### config.mk
export PLATFORM = sky130hd
export DESIGN_NAME = dc_bus_energy_saving_ctrl
export DESIGN_NICKNAME = d
export VERILOG_FILES = /design/src/core/esave_pkg.sv /design/src/core/sec_timer.sv /design/src/core/dc_bus_energy_saving_ctrl.sv
export SDC_FILE = /design/constraint.sdc
export NUM_CORES = 1
export LEC_CHECK = 0
export ABC_CLOCK_PERIOD_IN_PS = 3200
export BUFFER_PORTS_ARGS = -buffer_cell sky130_fd_sc_hd__buf_2
export CAP_MARGIN = 20
export CORE_ASPECT_RATIO = 0.6
export CORE_MARGIN = 1
export CORE_UTILIZATION = 45
export DETAILED_ROUTE_END_ITERATION = 10
export GPL_TIMING_DRIVEN = 0
export PLACE_DENSITY_LB_ADDON = 0.1
export SYNTH_ARGS = -nofsm -noshare
export SYNTH_HDL_FRONTEND = slang
export SYNTH_HIERARCHICAL = 1
export SYNTH_SLANG_ARGS = --single-unit
### constraint.sdc
create_clock -name i_core_clk -period 3.2 [get_ports i_core_clk]
set_input_delay 0.64 -clock i_core_clk [delete_from_list [all_inputs] [get_ports i_core_clk]]
set_output_delay 0.64 -clock i_core_clk [all_outputs]
set_load 0.02 [all_outputs]
### src/core/esave_pkg.sv
// constants shared by the dc bus energy saving controller
// Contract
// - energy saving stops holding dc bus voltage
// - run held back while bus recharges
// - enter saving after programmed stop delay
// - nonzero delay at power-on enters saving
// - disabled delay never enters through delay
// - input rise enters saving when stopped, idle
// - input fall returns to normal operation
// - selector maps input: none, pin, command bit
// - run delayed until exit condition or timeout (code holds run until bus ready, also after timeout)
// - timeout still saving raises exit error
// - exit timeout 1 to 999 s, default 5
package esave_pkg;

    // ------------------------------------------------------------
    // timing
    // ------------------------------------------------------------
    localparam int unsigned CLK_PERIOD_NS  = 10;
    localparam int unsigned ONE_SEC_NS     = 1_000_000_000;
    localparam int unsigned CYCLES_PER_SEC = ONE_SEC_NS / CLK_PERIOD_NS;
    localparam int unsigned RECHARGE_NOM_S = 1;        // typical bus recharge time

    // ------------------------------------------------------------
    // settings
    // ------------------------------------------------------------
    localparam int unsigned ENTRY_W = 15;
    localparam int unsigned EXIT_W  = 10;
    localparam logic [ENTRY_W-1:0] ENTRY_DELAY_MAX      = 15'h7e90; // 32400 s
    localparam logic [ENTRY_W-1:0] ENTRY_DELAY_DISABLED = 15'h0000; // also reset default
    localparam logic [EXIT_W-1:0]  EXIT_TIMEOUT_MIN     = 10'h001;  // 1 s
    localparam logic [EXIT_W-1:0]  EXIT_TIMEOUT_MAX     = 10'h3e7;  // 999 s
    localparam logic [EXIT_W-1:0]  EXIT_TIMEOUT_DEFAULT = 10'h005;  // 5 s

    // ------------------------------------------------------------
    // input selector
    // ------------------------------------------------------------
    localparam int unsigned SRC_W     = 3;
    localparam int unsigned BIT_W     = 4;
    localparam int unsigned WORD_W    = 16;
    localparam int unsigned CMD_WORDS = 5;
    localparam logic [SRC_W-1:0] SRC_NONE    = 3'h0;
    localparam logic [SRC_W-1:0] SRC_DIGITAL = 3'h1;
    localparam logic [SRC_W-1:0] SRC_CMD0    = 3'h2;   // command words follow

    typedef enum logic [1:0] {
        ST_NORMAL,
        ST_SAVING,
        ST_RECHARGE
    } esave_state_e;

endpackage

### src/core/sec_timer.sv
// seconds counter with prescaler, clears on demand and flags the limit
`timescale 1ns/1ps
`default_nettype none
module sec_timer #(
    parameter int unsigned CYCLES_PER_SEC = 100_000_000,
    parameter int unsigned COUNT_W        = 15
) (
    input  wire logic               i_core_clk,
    input  wire logic               i_rst_n,
    input  wire logic               i_clear,
    input  wire logic [COUNT_W-1:0] i_limit,
    output var  logic               o_done
);
    localparam int unsigned PRE_W = $clog2(CYCLES_PER_SEC);
    localparam logic [PRE_W-1:0] PRE_LAST = PRE_W'(CYCLES_PER_SEC - 1);

    logic [PRE_W-1:0]   pre_cnt;
    logic [COUNT_W-1:0] sec_cnt;
    logic               sec_tick;

    assign sec_tick = (pre_cnt == PRE_LAST);

    // prescaler and seconds, frozen once the limit is met
    always_ff @(posedge i_core_clk or negedge i_rst_n) begin
        if (!i_rst_n) begin
            pre_cnt <= '0;
            sec_cnt <= '0;
            o_done  <= 1'b0;
        end else if (i_clear) begin
            pre_cnt <= '0;
            sec_cnt <= '0;
            o_done  <= 1'b0;
        end else if (!o_done) begin
            pre_cnt <= sec_tick ? '0 : pre_cnt + 1'b1;
            if (sec_tick) begin
                sec_cnt <= sec_cnt + 1'b1;
                o_done  <= (sec_cnt + 1'b1 >= i_limit);
            end
        end
    end
endmodule // sec_timer
`default_nettype wire

### src/core/dc_bus_energy_saving_ctrl.sv
// stop-and-go energy saving controller for the drive dc bus
`timescale 1ns/1ps
`default_nettype none
module dc_bus_energy_saving_ctrl
    import esave_pkg::*;
#(
    parameter int unsigned DI_COUNT       = 16,
    parameter int unsigned CYCLES_PER_SEC = esave_pkg::CYCLES_PER_SEC
) (
    input  wire logic                                        i_core_clk,
    input  wire logic                                        i_rst_n,
    input  wire logic                                        i_motor_stopped,
    input  wire logic                                        i_run_cmd,
    input  wire logic                                        i_bus_ready,
    input  wire logic [esave_pkg::ENTRY_W-1:0]               i_entry_delay_setting,
    input  wire logic [esave_pkg::EXIT_W-1:0]                i_exit_timeout_setting,
    input  wire logic [esave_pkg::SRC_W-1:0]                 i_esave_src,
    input  wire logic [esave_pkg::BIT_W-1:0]                 i_esave_bit,
    input  wire logic [DI_COUNT-1:0]                         i_dig_in,
    input  wire logic [esave_pkg::CMD_WORDS*esave_pkg::WORD_W-1:0] i_cmd_words,
    input  wire logic                                        i_error_ack,
    output var  logic                                        o_bus_hold,
    output var  logic                                        o_esave_active,
    output logic                                             o_run_enable,
    output var  logic                                        o_exit_error
);
    import esave_pkg::*;

    // ------------------------------------------------------------
    // declarations
    // ------------------------------------------------------------
    esave_state_e       state;
    esave_state_e       next_state;
    logic [DI_COUNT-1:0] di_meta;
    logic [DI_COUNT-1:0] di_sync;
    logic               sel_level;
    logic               sel_prev;
    logic               sel_rise;
    logic               sel_fall;
    logic               pwr_init;
    logic               entry_enabled;
    logic               entry_clear;
    logic               entry_done;
    logic               exit_armed;
    logic               exit_done;
    logic [EXIT_W-1:0]  exit_limit;
    logic [CMD_WORDS-1:0] cmd_bit;

    // ------------------------------------------------------------
    // input selection
    // ------------------------------------------------------------

    // two-stage synchroniser for the digital input pins
    always_ff @(posedge i_core_clk or negedge i_rst_n) begin
        if (!i_rst_n) begin
            di_meta <= '0;
            di_sync <= '0;
        end else begin
            di_meta <= i_dig_in;
            di_sync <= di_meta;
        end
    end

    // pick the addressed bit of each command word
    generate
        for (genvar w = 0; w < CMD_WORDS; w++) begin : g_cmd
            assign cmd_bit[w] = i_cmd_words[w*WORD_W + int'(i_esave_bit)];
        end
    endgenerate

    // source selector: none, pin, or command word bit
    always_comb begin
        sel_level = 1'b0;
        if (i_esave_src == SRC_DIGITAL) begin
            if (int'(i_esave_bit) < DI_COUNT) begin
                sel_level = di_sync[i_esave_bit];
            end
        end else if (i_esave_src >= SRC_CMD0 && i_esave_src < SRC_CMD0 + SRC_W'(CMD_WORDS)) begin
            sel_level = cmd_bit[i_esave_src - SRC_CMD0];
        end
    end

    // edge detector on the selected level
    always_ff @(posedge i_core_clk or negedge i_rst_n) begin
        if (!i_rst_n) begin
            sel_prev <= 1'b0;
        end else begin
            sel_prev <= sel_level;
        end
    end

    assign sel_rise = sel_level & ~sel_prev;
    assign sel_fall = ~sel_level & sel_prev;

    // ------------------------------------------------------------
    // timers
    // ------------------------------------------------------------

    // delay path only while stopped, idle and enabled
    assign entry_enabled = (i_entry_delay_setting != ENTRY_DELAY_DISABLED);
    assign entry_clear   = !(state == ST_NORMAL && i_motor_stopped && !i_run_cmd
                             && entry_enabled);

    sec_timer #(
        .CYCLES_PER_SEC (CYCLES_PER_SEC),
        .COUNT_W        (ENTRY_W)
    ) u_entry_timer (
        .i_core_clk (i_core_clk),
        .i_rst_n    (i_rst_n),
        .i_clear    (entry_clear),
        .i_limit    (i_entry_delay_setting),
        .o_done     (entry_done)
    );

    // exit timeout clamped into its legal range
    always_comb begin
        exit_limit = i_exit_timeout_setting;
        if (i_exit_timeout_setting < EXIT_TIMEOUT_MIN) begin
            exit_limit = EXIT_TIMEOUT_MIN;
        end else if (i_exit_timeout_setting > EXIT_TIMEOUT_MAX) begin
            exit_limit = EXIT_TIMEOUT_MAX;
        end
    end

    // armed by a run in saving, dropped on return to normal
    always_ff @(posedge i_core_clk or negedge i_rst_n) begin
        if (!i_rst_n) begin
            exit_armed <= 1'b0;
        end else if (next_state == ST_NORMAL) begin
            exit_armed <= 1'b0;
        end else if (state == ST_SAVING && i_run_cmd) begin
            exit_armed <= 1'b1;
        end
    end

    sec_timer #(
        .CYCLES_PER_SEC (CYCLES_PER_SEC),
        .COUNT_W        (EXIT_W)
    ) u_exit_timer (
        .i_core_clk (i_core_clk),
        .i_rst_n    (i_rst_n),
        .i_clear    (!exit_armed),
        .i_limit    (exit_limit),
        .o_done     (exit_done)
    );

    // ------------------------------------------------------------
    // state machine
    // ------------------------------------------------------------

    // first cycle after reset release
    always_ff @(posedge i_core_clk or negedge i_rst_n) begin
        if (!i_rst_n) begin
            pwr_init <= 1'b0;
        end else begin
            pwr_init <= 1'b1;
        end
    end

    always_comb begin
        next_state = state;
        unique case (state)
            ST_NORMAL: begin
                if (!pwr_init && entry_enabled) begin
                    next_state = ST_SAVING;
                end else if (sel_rise && i_motor_stopped && !i_run_cmd) begin
                    next_state = ST_SAVING;
                end else if (entry_done && !entry_clear) begin
                    next_state = ST_SAVING;
                end
            end
            ST_SAVING: begin
                if (i_run_cmd || sel_fall) begin
                    next_state = ST_RECHARGE;
                end
            end
            ST_RECHARGE: begin
                if (i_bus_ready) begin
                    next_state = ST_NORMAL;
                end
            end
        endcase
    end

    always_ff @(posedge i_core_clk or negedge i_rst_n) begin
        if (!i_rst_n) begin
            state <= ST_NORMAL;
        end else begin
            state <= next_state;
        end
    end

    // ------------------------------------------------------------
    // outputs
    // ------------------------------------------------------------

    // bus regulation off only while saving
    always_ff @(posedge i_core_clk or negedge i_rst_n) begin
        if (!i_rst_n) begin
            o_bus_hold     <= 1'b1;
            o_esave_active <= 1'b0;
        end else begin
            o_bus_hold     <= (next_state != ST_SAVING);
            o_esave_active <= (next_state != ST_NORMAL);
        end
    end

    // run passes only in normal operation
    assign o_run_enable = i_run_cmd && (state == ST_NORMAL);

    // sticky exit error, a new timeout beats the acknowledge
    always_ff @(posedge i_core_clk or negedge i_rst_n) begin
        if (!i_rst_n) begin
            o_exit_error <= 1'b0;
        end else if (exit_done && state != ST_NORMAL) begin
            o_exit_error <= 1'b1;
        end else if (i_error_ack) begin
            o_exit_error <= 1'b0;
        end
    end
endmodule // dc_bus_energy_saving_ctrl
`default_nettype wire

Word level (Yosys, flattened, before mapping)

Cells that the tools add are included.

$add $sub $neg: 9
Order comparisons: 13
Equal/unequal tests: 10
Mux-type cells: 46
Bitwise logic cells: 4
Reduce and logical (&&, ||, !) cells: 23

Operators with widths:

| cell                                                                           | count |
|---|---|
| 27-bit 2-to-1 mux                                                              | 6 |
| 27-bit by 1-bit adder with 27-bit output (second input constant)               | 2 |
| 27-bit == test (second input constant)                                         | 2 |
| 10-bit 2-to-1 mux                                                              | 5 |
| 15-bit 2-to-1 mux                                                              | 3 |
| 1-bit binary-select mux with 7-bit select                                      | 4 |
| 1-bit 2-to-1 mux                                                               | 19 |
| 7-bit by 8-bit less-than comparator with 1-bit output (second input constant)  | 2 |
| 15-bit by 1-bit adder with 15-bit output (second input constant)               | 1 |
| 15-bit >= comparator                                                           | 1 |
| 15-bit nonzero test                                                            | 1 |
| 6-bit by 4-bit adder with 7-bit output (first input constant)                  | 2 |
| 1-bit logical AND                                                              | 11 |
| 10-bit by 1-bit adder with 10-bit output (second input constant)               | 1 |
| 10-bit >= comparator                                                           | 1 |
| 10-bit greater-than comparator (second input constant)                         | 1 |
| 10-bit by 1-bit less-than comparator with 1-bit output (second input constant) | 1 |
| 2-bit 2-to-1 mux                                                               | 5 |
| 7-bit by 4-bit adder with 8-bit output (first input constant)                  | 1 |
| 1-bit binary-select mux with 4-bit select                                      | 2 |
| 4-bit by 8-bit less-than comparator with 1-bit output (second input constant)  | 1 |
| 6-bit by 8-bit less-than comparator with 1-bit output (second input constant)  | 1 |
| 8-bit less-than comparator (second input constant)                             | 1 |
| 2-bit nonzero test                                                             | 4 |
| 19 further kinds                                                               | 27 |

Flip-flop bits (word level): 121
Input port bits: 134
Output and inout bits: 4
Logic and storage cells: 120

Longest topological paths before layout

Depth after elaboration: 15
Mapped depth: 10
Gate-level depth less buffers: 9

By module

Netlist, hierarchy kept.

By module, submodules not included:

| module                    | instances | cells each | area each (µm²) |
|---|---|---|---|
| sec_timer (u_entry_timer) | 1         | 330        | 2977.9 |
| sec_timer (u_exit_timer)  | 1         | 265        | 2428.6 |
| dc_bus_energy_saving_ctrl | 1         | 192        | 2418.6 |

Least setup slack after synthesis

No wires, ideal clock.

Path type: input -> register
From: input i_esave_bit[0] (netlist bit)
To: register exit_armed
Setup time: 138 ps
Arrival time: 2338 ps
Setup slack: 724 ps
Cell stages on the path: 7
Path buffers: 1
Cell sequence: buf_6 -> mux4_1 -> mux4_2 -> nor4b_4 -> a41oi_4 -> a21o_1 -> a41oi_2

Cells in the longest elaborated chain, start to end: 15

RTL lines:

| element                                                        | RTL line                         | text |
|---|---|---|
| from (decl)                                                    | dc_bus_energy_saving_ctrl.sv:18  | `input wire logic [esave_pkg::BIT_W-1:0] i_esave_bit,` |
| 7-bit by 4-bit adder with 8-bit output (tied with other cells) | dc_bus_energy_saving_ctrl.sv:67  | `assign cmd_bit[w] = i_cmd_words[w*WORD_W + int'(i_esave_bit)];` |
| 1-bit binary-select mux with 7-bit select                      | dc_bus_energy_saving_ctrl.sv:67  |  |
| 1-bit 2-to-1 mux (not written as such)                         | dc_bus_energy_saving_ctrl.sv:67  |  |
| 1-bit binary-select mux with 3-bit select                      | dc_bus_energy_saving_ctrl.sv:79  | `sel_level = cmd_bit[i_esave_src - SRC_CMD0];` |
| 1-bit 2-to-1 mux (not written as such)                         | dc_bus_energy_saving_ctrl.sv:79  |  |
| 1-bit 2-to-1 mux                                               | dc_bus_energy_saving_ctrl.sv:78  | `end else if (i_esave_src >= SRC_CMD0 && i_esave_src < SRC_CMD0 + SRC_W'(CMD_WORDS)) begin` |
| 1-bit 2-to-1 mux (*)                                           | dc_bus_energy_saving_ctrl.sv:74  | `if (i_esave_src == SRC_DIGITAL) begin` |
| 1-bit AND                                                      | dc_bus_energy_saving_ctrl.sv:92  | `assign sel_rise = sel_level & ~sel_prev;` |
| 1-bit logical AND (2 in series)                                | dc_bus_energy_saving_ctrl.sv:166 | `end else if (sel_rise && i_motor_stopped && !i_run_cmd) begin` |
| 2-bit 2-to-1 mux                                               | dc_bus_energy_saving_ctrl.sv:166 |  |
| 2-bit 2-to-1 mux                                               | dc_bus_energy_saving_ctrl.sv:164 | `if (!pwr_init && entry_enabled) begin` |
| 2-bit one-hot mux with 3 select lines (*)                      | dc_bus_energy_saving_ctrl.sv:162 | `unique case (state)` |
| 2-bit logical NOT (*)                                          | dc_bus_energy_saving_ctrl.sv:129 | `end else if (next_state == ST_NORMAL) begin` |
| 1-bit 2-to-1 mux / 2-bit nonzero test (equally long branches)  | n/a                              |  |
| to (signal assigned)                                           | dc_bus_energy_saving_ctrl.sv:128 | `exit_armed <= 1'b0;` |
| to (signal assigned)                                           | dc_bus_energy_saving_ctrl.sv:130 | `exit_armed <= 1'b0;` |
| to (signal assigned)                                           | dc_bus_energy_saving_ctrl.sv:132 | `exit_armed <= 1'b1;` |
| to (decl)                                                      | dc_bus_energy_saving_ctrl.sv:44  | `logic exit_armed;` |

Every way passes the cells marked *; elsewhere a longest branch is shown, timed or not. The select of a mux whose other input is x is not followed.
A chain may end at the register's enable or synchronous reset.

Worst setup path in the final report

From: input i_entry_delay_setting[7] (netlist bit)
To: register u_entry_timer.sec_cnt[10]

Cells in the longest elaborated chain, start to end: 4

RTL lines:

| element                                                                                           | RTL line                         | text |
|---|---|---|
| from (decl)                                                                                       | dc_bus_energy_saving_ctrl.sv:15  | `input wire logic [esave_pkg::ENTRY_W-1:0] i_entry_delay_setting,` |
| 15-bit nonzero test (*)                                                                           | dc_bus_energy_saving_ctrl.sv:100 | `assign entry_enabled = (i_entry_delay_setting != ENTRY_DELAY_DISABLED);` |
| 1-bit logical AND (*)                                                                             | dc_bus_energy_saving_ctrl.sv:102 | `&& entry_enabled);` |
| 2-bit != test (no source line) / 2-bit by 1-bit != test with 1-bit output (equally long branches) | n/a                              |  |
| 2-bit AND reduction (no source line)                                                              | n/a                              |  |
| to (signal assigned)                                                                              | sec_timer.sv:36                  | `sec_cnt <= sec_cnt + 1'b1;` |
| to (decl)                                                                                         | sec_timer.sv:18                  | `logic [COUNT_W-1:0] sec_cnt;` |

Every way passes the cells marked *; elsewhere a longest branch is shown, timed or not.

==> qor.yml <==
timing:
  fmax_ghz: 0.382
  finalCritPeriodShare: 0.817
  max_slew_margin: 0.403
  fin_setup_tns_ps: 0
  fin_skew_ps: 8.99
  period_minus_slack_ps: 2610
  worst_slew_pin_slew_ps: 887
  final-max-slew-violation-count: 0
  rsz0062_at_grt: "no"
  hold_viol: 0
  setup_viol: 0
grt:
  grt_max_degree: 93
  grt_pass1_wl_um: 31300
  grtUsageTotal: 0.223
  overflow: 0
  grt_pass1_vias: 6111
  antenna_found_initial: 0
clocking:
  post_cts.repair.setup_buffers: 0
  cts_buffers: 17
  cts_tree: "built"
  root_buffer: "clkbuf_16"
  insertion_delay_ps: 410
  clk_path_buf_depth: 2
  cts_num_sinks: 121
  cts-hold-fix-buffers: 0
  post_cts_resized: 0
  clk_pin_slew_ps: 60
  h-tree-depth: 4
synth:
  netlist_area_sq_mm: 0.00783
  synthesis.nets: 956
  postSynth.asyncResetShare: 1.00
  synthCells: 787
  postSynthAreaPerCell_sq_um: 9.94
  ys.flop_type: "dfrtp_1"
  synth-seq-area-share: 0.387
  ys_warn_count: 6
  synth_edf_count: 0
  ys_seq_elements: 121
  synth.distinct_cells: 76
critical_path:
  arrival_ps: 2890
  cp_common_cell: "clkbuf_1"
  max_stage_delay_ps: 500
  worst_ep_required_time_ps: 3470
  start_kind: "primary input"
  crit_path_max_fanout: 10
  critPathKind: "primary input to register"
  path_cells: "buf_2 -> nor4_1 -> nand4_1 -> nand4b_1 -> clkbuf_1 -> clkbuf_1 -> buf_1 -> nor2_1"
  critPathSlowestCell: "buf_1"
  endpoint_kind: "register"
route:
  drt_iter0_drc: 444
  wl_per_cell_um: 16.3
  vias_per_cell: 5.51
  drtPass1Iterations: 5
  drc: 0
  final_antenna_net_count: 0
  vias: 6509
  wl_um: 19200
power_and_ir_drop:
  ir_drop_v: 0.000375
  p_leak_nw: 4.05
  powerDensity_mw_per_mm2: 459
placement:
  dp_hpwl_um: 14600
  port-buffer-count: 133
  gp_congestion: 0.834
floorplan:
  die_area_sq_mm: 0.0179
  die_w_um: 172
  start_util: 0.471
  io_pins: 138
  core_sq_mm: 0.0166
  die_y_um: 104
  rows: 36
cells_and_area:
  post-route-util: 0.566
  drive_above_1_share: 0.249
  layout.nets: 1109
  syn2layout_area_growth_pct: 20.1
  fill_cells: 1465
  antenna_cells: 0
status:
  outcome: "completed"
hold_path:
  min_path_type: "primary input to async pin"
flow_run:
  cap_viol_max_count: 0
critical path, delay by kind of cell:
family	cells	cell delay, ps
buf+inv	4	1370
simple gates	4	870
metal layers:
metal	vias to the layer above	track usage	share of wire
li1	3187	-	-
met1	3116	0.352	0.53
met2	194	0.312	0.40
met3	12	0.0430	0.065
met4	0	0.0411	0.0066
met5	-	0	0
final cells by class:
class,count,area (sq um),area share
inverter,40,150,0.0160
clock buffer,18,439,0.0467
clock inverter,14,153,0.0162
tap,228,285,0.0303
buffer,34,176,0.0188
multi-input combinational,592,4470,0.475
sequential,121,3030,0.322
timing repair buffer,134,699,0.0744
worst paths after layout:
| check | start | to | slack, ps | depth (start not counted) |
|---|---|---|---|---|
| max in group asynchronous | i_rst_n | o_bus_hold | 2340 | 2 |
| min reg2reg | di_meta[15] | di_sync[15] | 340 | 0 |
| max | i_entry_delay_setting[7] | u_entry_timer/sec_cnt[10] | 590 | 8 |
| min in group i_core_clk | i_dig_in[12] | di_meta[12] | 330 | 1 |
| max reg2reg | u_exit_timer/sec_cnt[0] | u_exit_timer/o_done | 610 | 8 |
| min | i_rst_n | u_exit_timer/sec_cnt[5] | 100 | 1 |
cells in the final DEF, fill, tap and decap left out, drive strengths merged, types with 5 or more instances in the layout:
master	netlist	final
nand3	43	43
and3	11	11
nand2	46	46
o21ai	15	15
nor3	20	20
nand4	30	30
or4	6	6
nor2	79	79
dfrtp	120	120
nand2b	12	12
or2	9	9
and2	5	5
a22oi	8	8
mux4	21	21
xor2	24	24
clkbuf	18	36
a31oi	7	7
inv	40	50
mux2i	20	20
a21oi	40	40
and4	13	13
nor4	24	24
xnor2	42	42
ha	35	35
buf	16	150
or3	11	11
a21o	6	6
nor2b	16	16
cells in the mapped netlist, types with 15 or more instances:
cell type	count	share of area
nor2b_1	16	0.013
xor2_1	24	0.027
nand4_1	26	0.021
a21oi_1	40	0.026
inv_1	40	0.019
o21ai_0	15	0.0096
clkbuf_1	18	0.0086
dfrtp_1	120	0.38
ha_1	35	0.056
nand2_1	45	0.022
mux2i_1	20	0.026
nor2_1	77	0.037
xnor2_1	42	0.047
nand3_1	43	0.028
nor3_1	19	0.012
mux4_2	16	0.046
through the flow:
step	hold WS (ps)	setup WS, ps	total power (W)	std cells	instance area, sq um
final	101	585	0.00431	1181	9400
after global routing	108	343	0.00453	1181	9400
after CTS	101	554	0.00437	1181	9400
after detailed placement	335	126	0.00242	1149	8810
after global placement	333	-109	0.00241	1148	8780
after floorplan	331	724	0.00215	787	7830
cell families (layout without fill, tap and decap cells):
logic type | Yosys count | count (layout) | share of synthesized area
flops | 121 | 121 | 0.387
mux | 44 | 44 | 0.0932
other cells | 1 | 1 | 0.000479
xor+xnor | 66 | 66 | 0.0739
simple gates | 340 | 340 | 0.257
fa+ha+maj | 35 | 35 | 0.0560
compound gates | 106 | 106 | 0.0902
buf+inv | 74 | 240 | 0.0417
state kept, by name, summed over array words and instances (netlist names), 2 cells and up:
register,cells
di_meta,16
di_sync,16
state,2
u_entry_timer/pre_cnt,27
u_entry_timer/sec_cnt,15
u_exit_timer/pre_cnt,27
u_exit_timer/sec_cnt,10
report_power, final:
part,total (W),switching [W],leakage (nW),internal [W]
logic,0.000773,0.000450,2.16,0.000323
registers,0.00162,0.0000322,1.60,0.00159
clock network,0.00192,0.000791,0.291,0.00113
total,0.00431,0.00127,4.05,0.00304
Power figures use the tool's default switching activity.
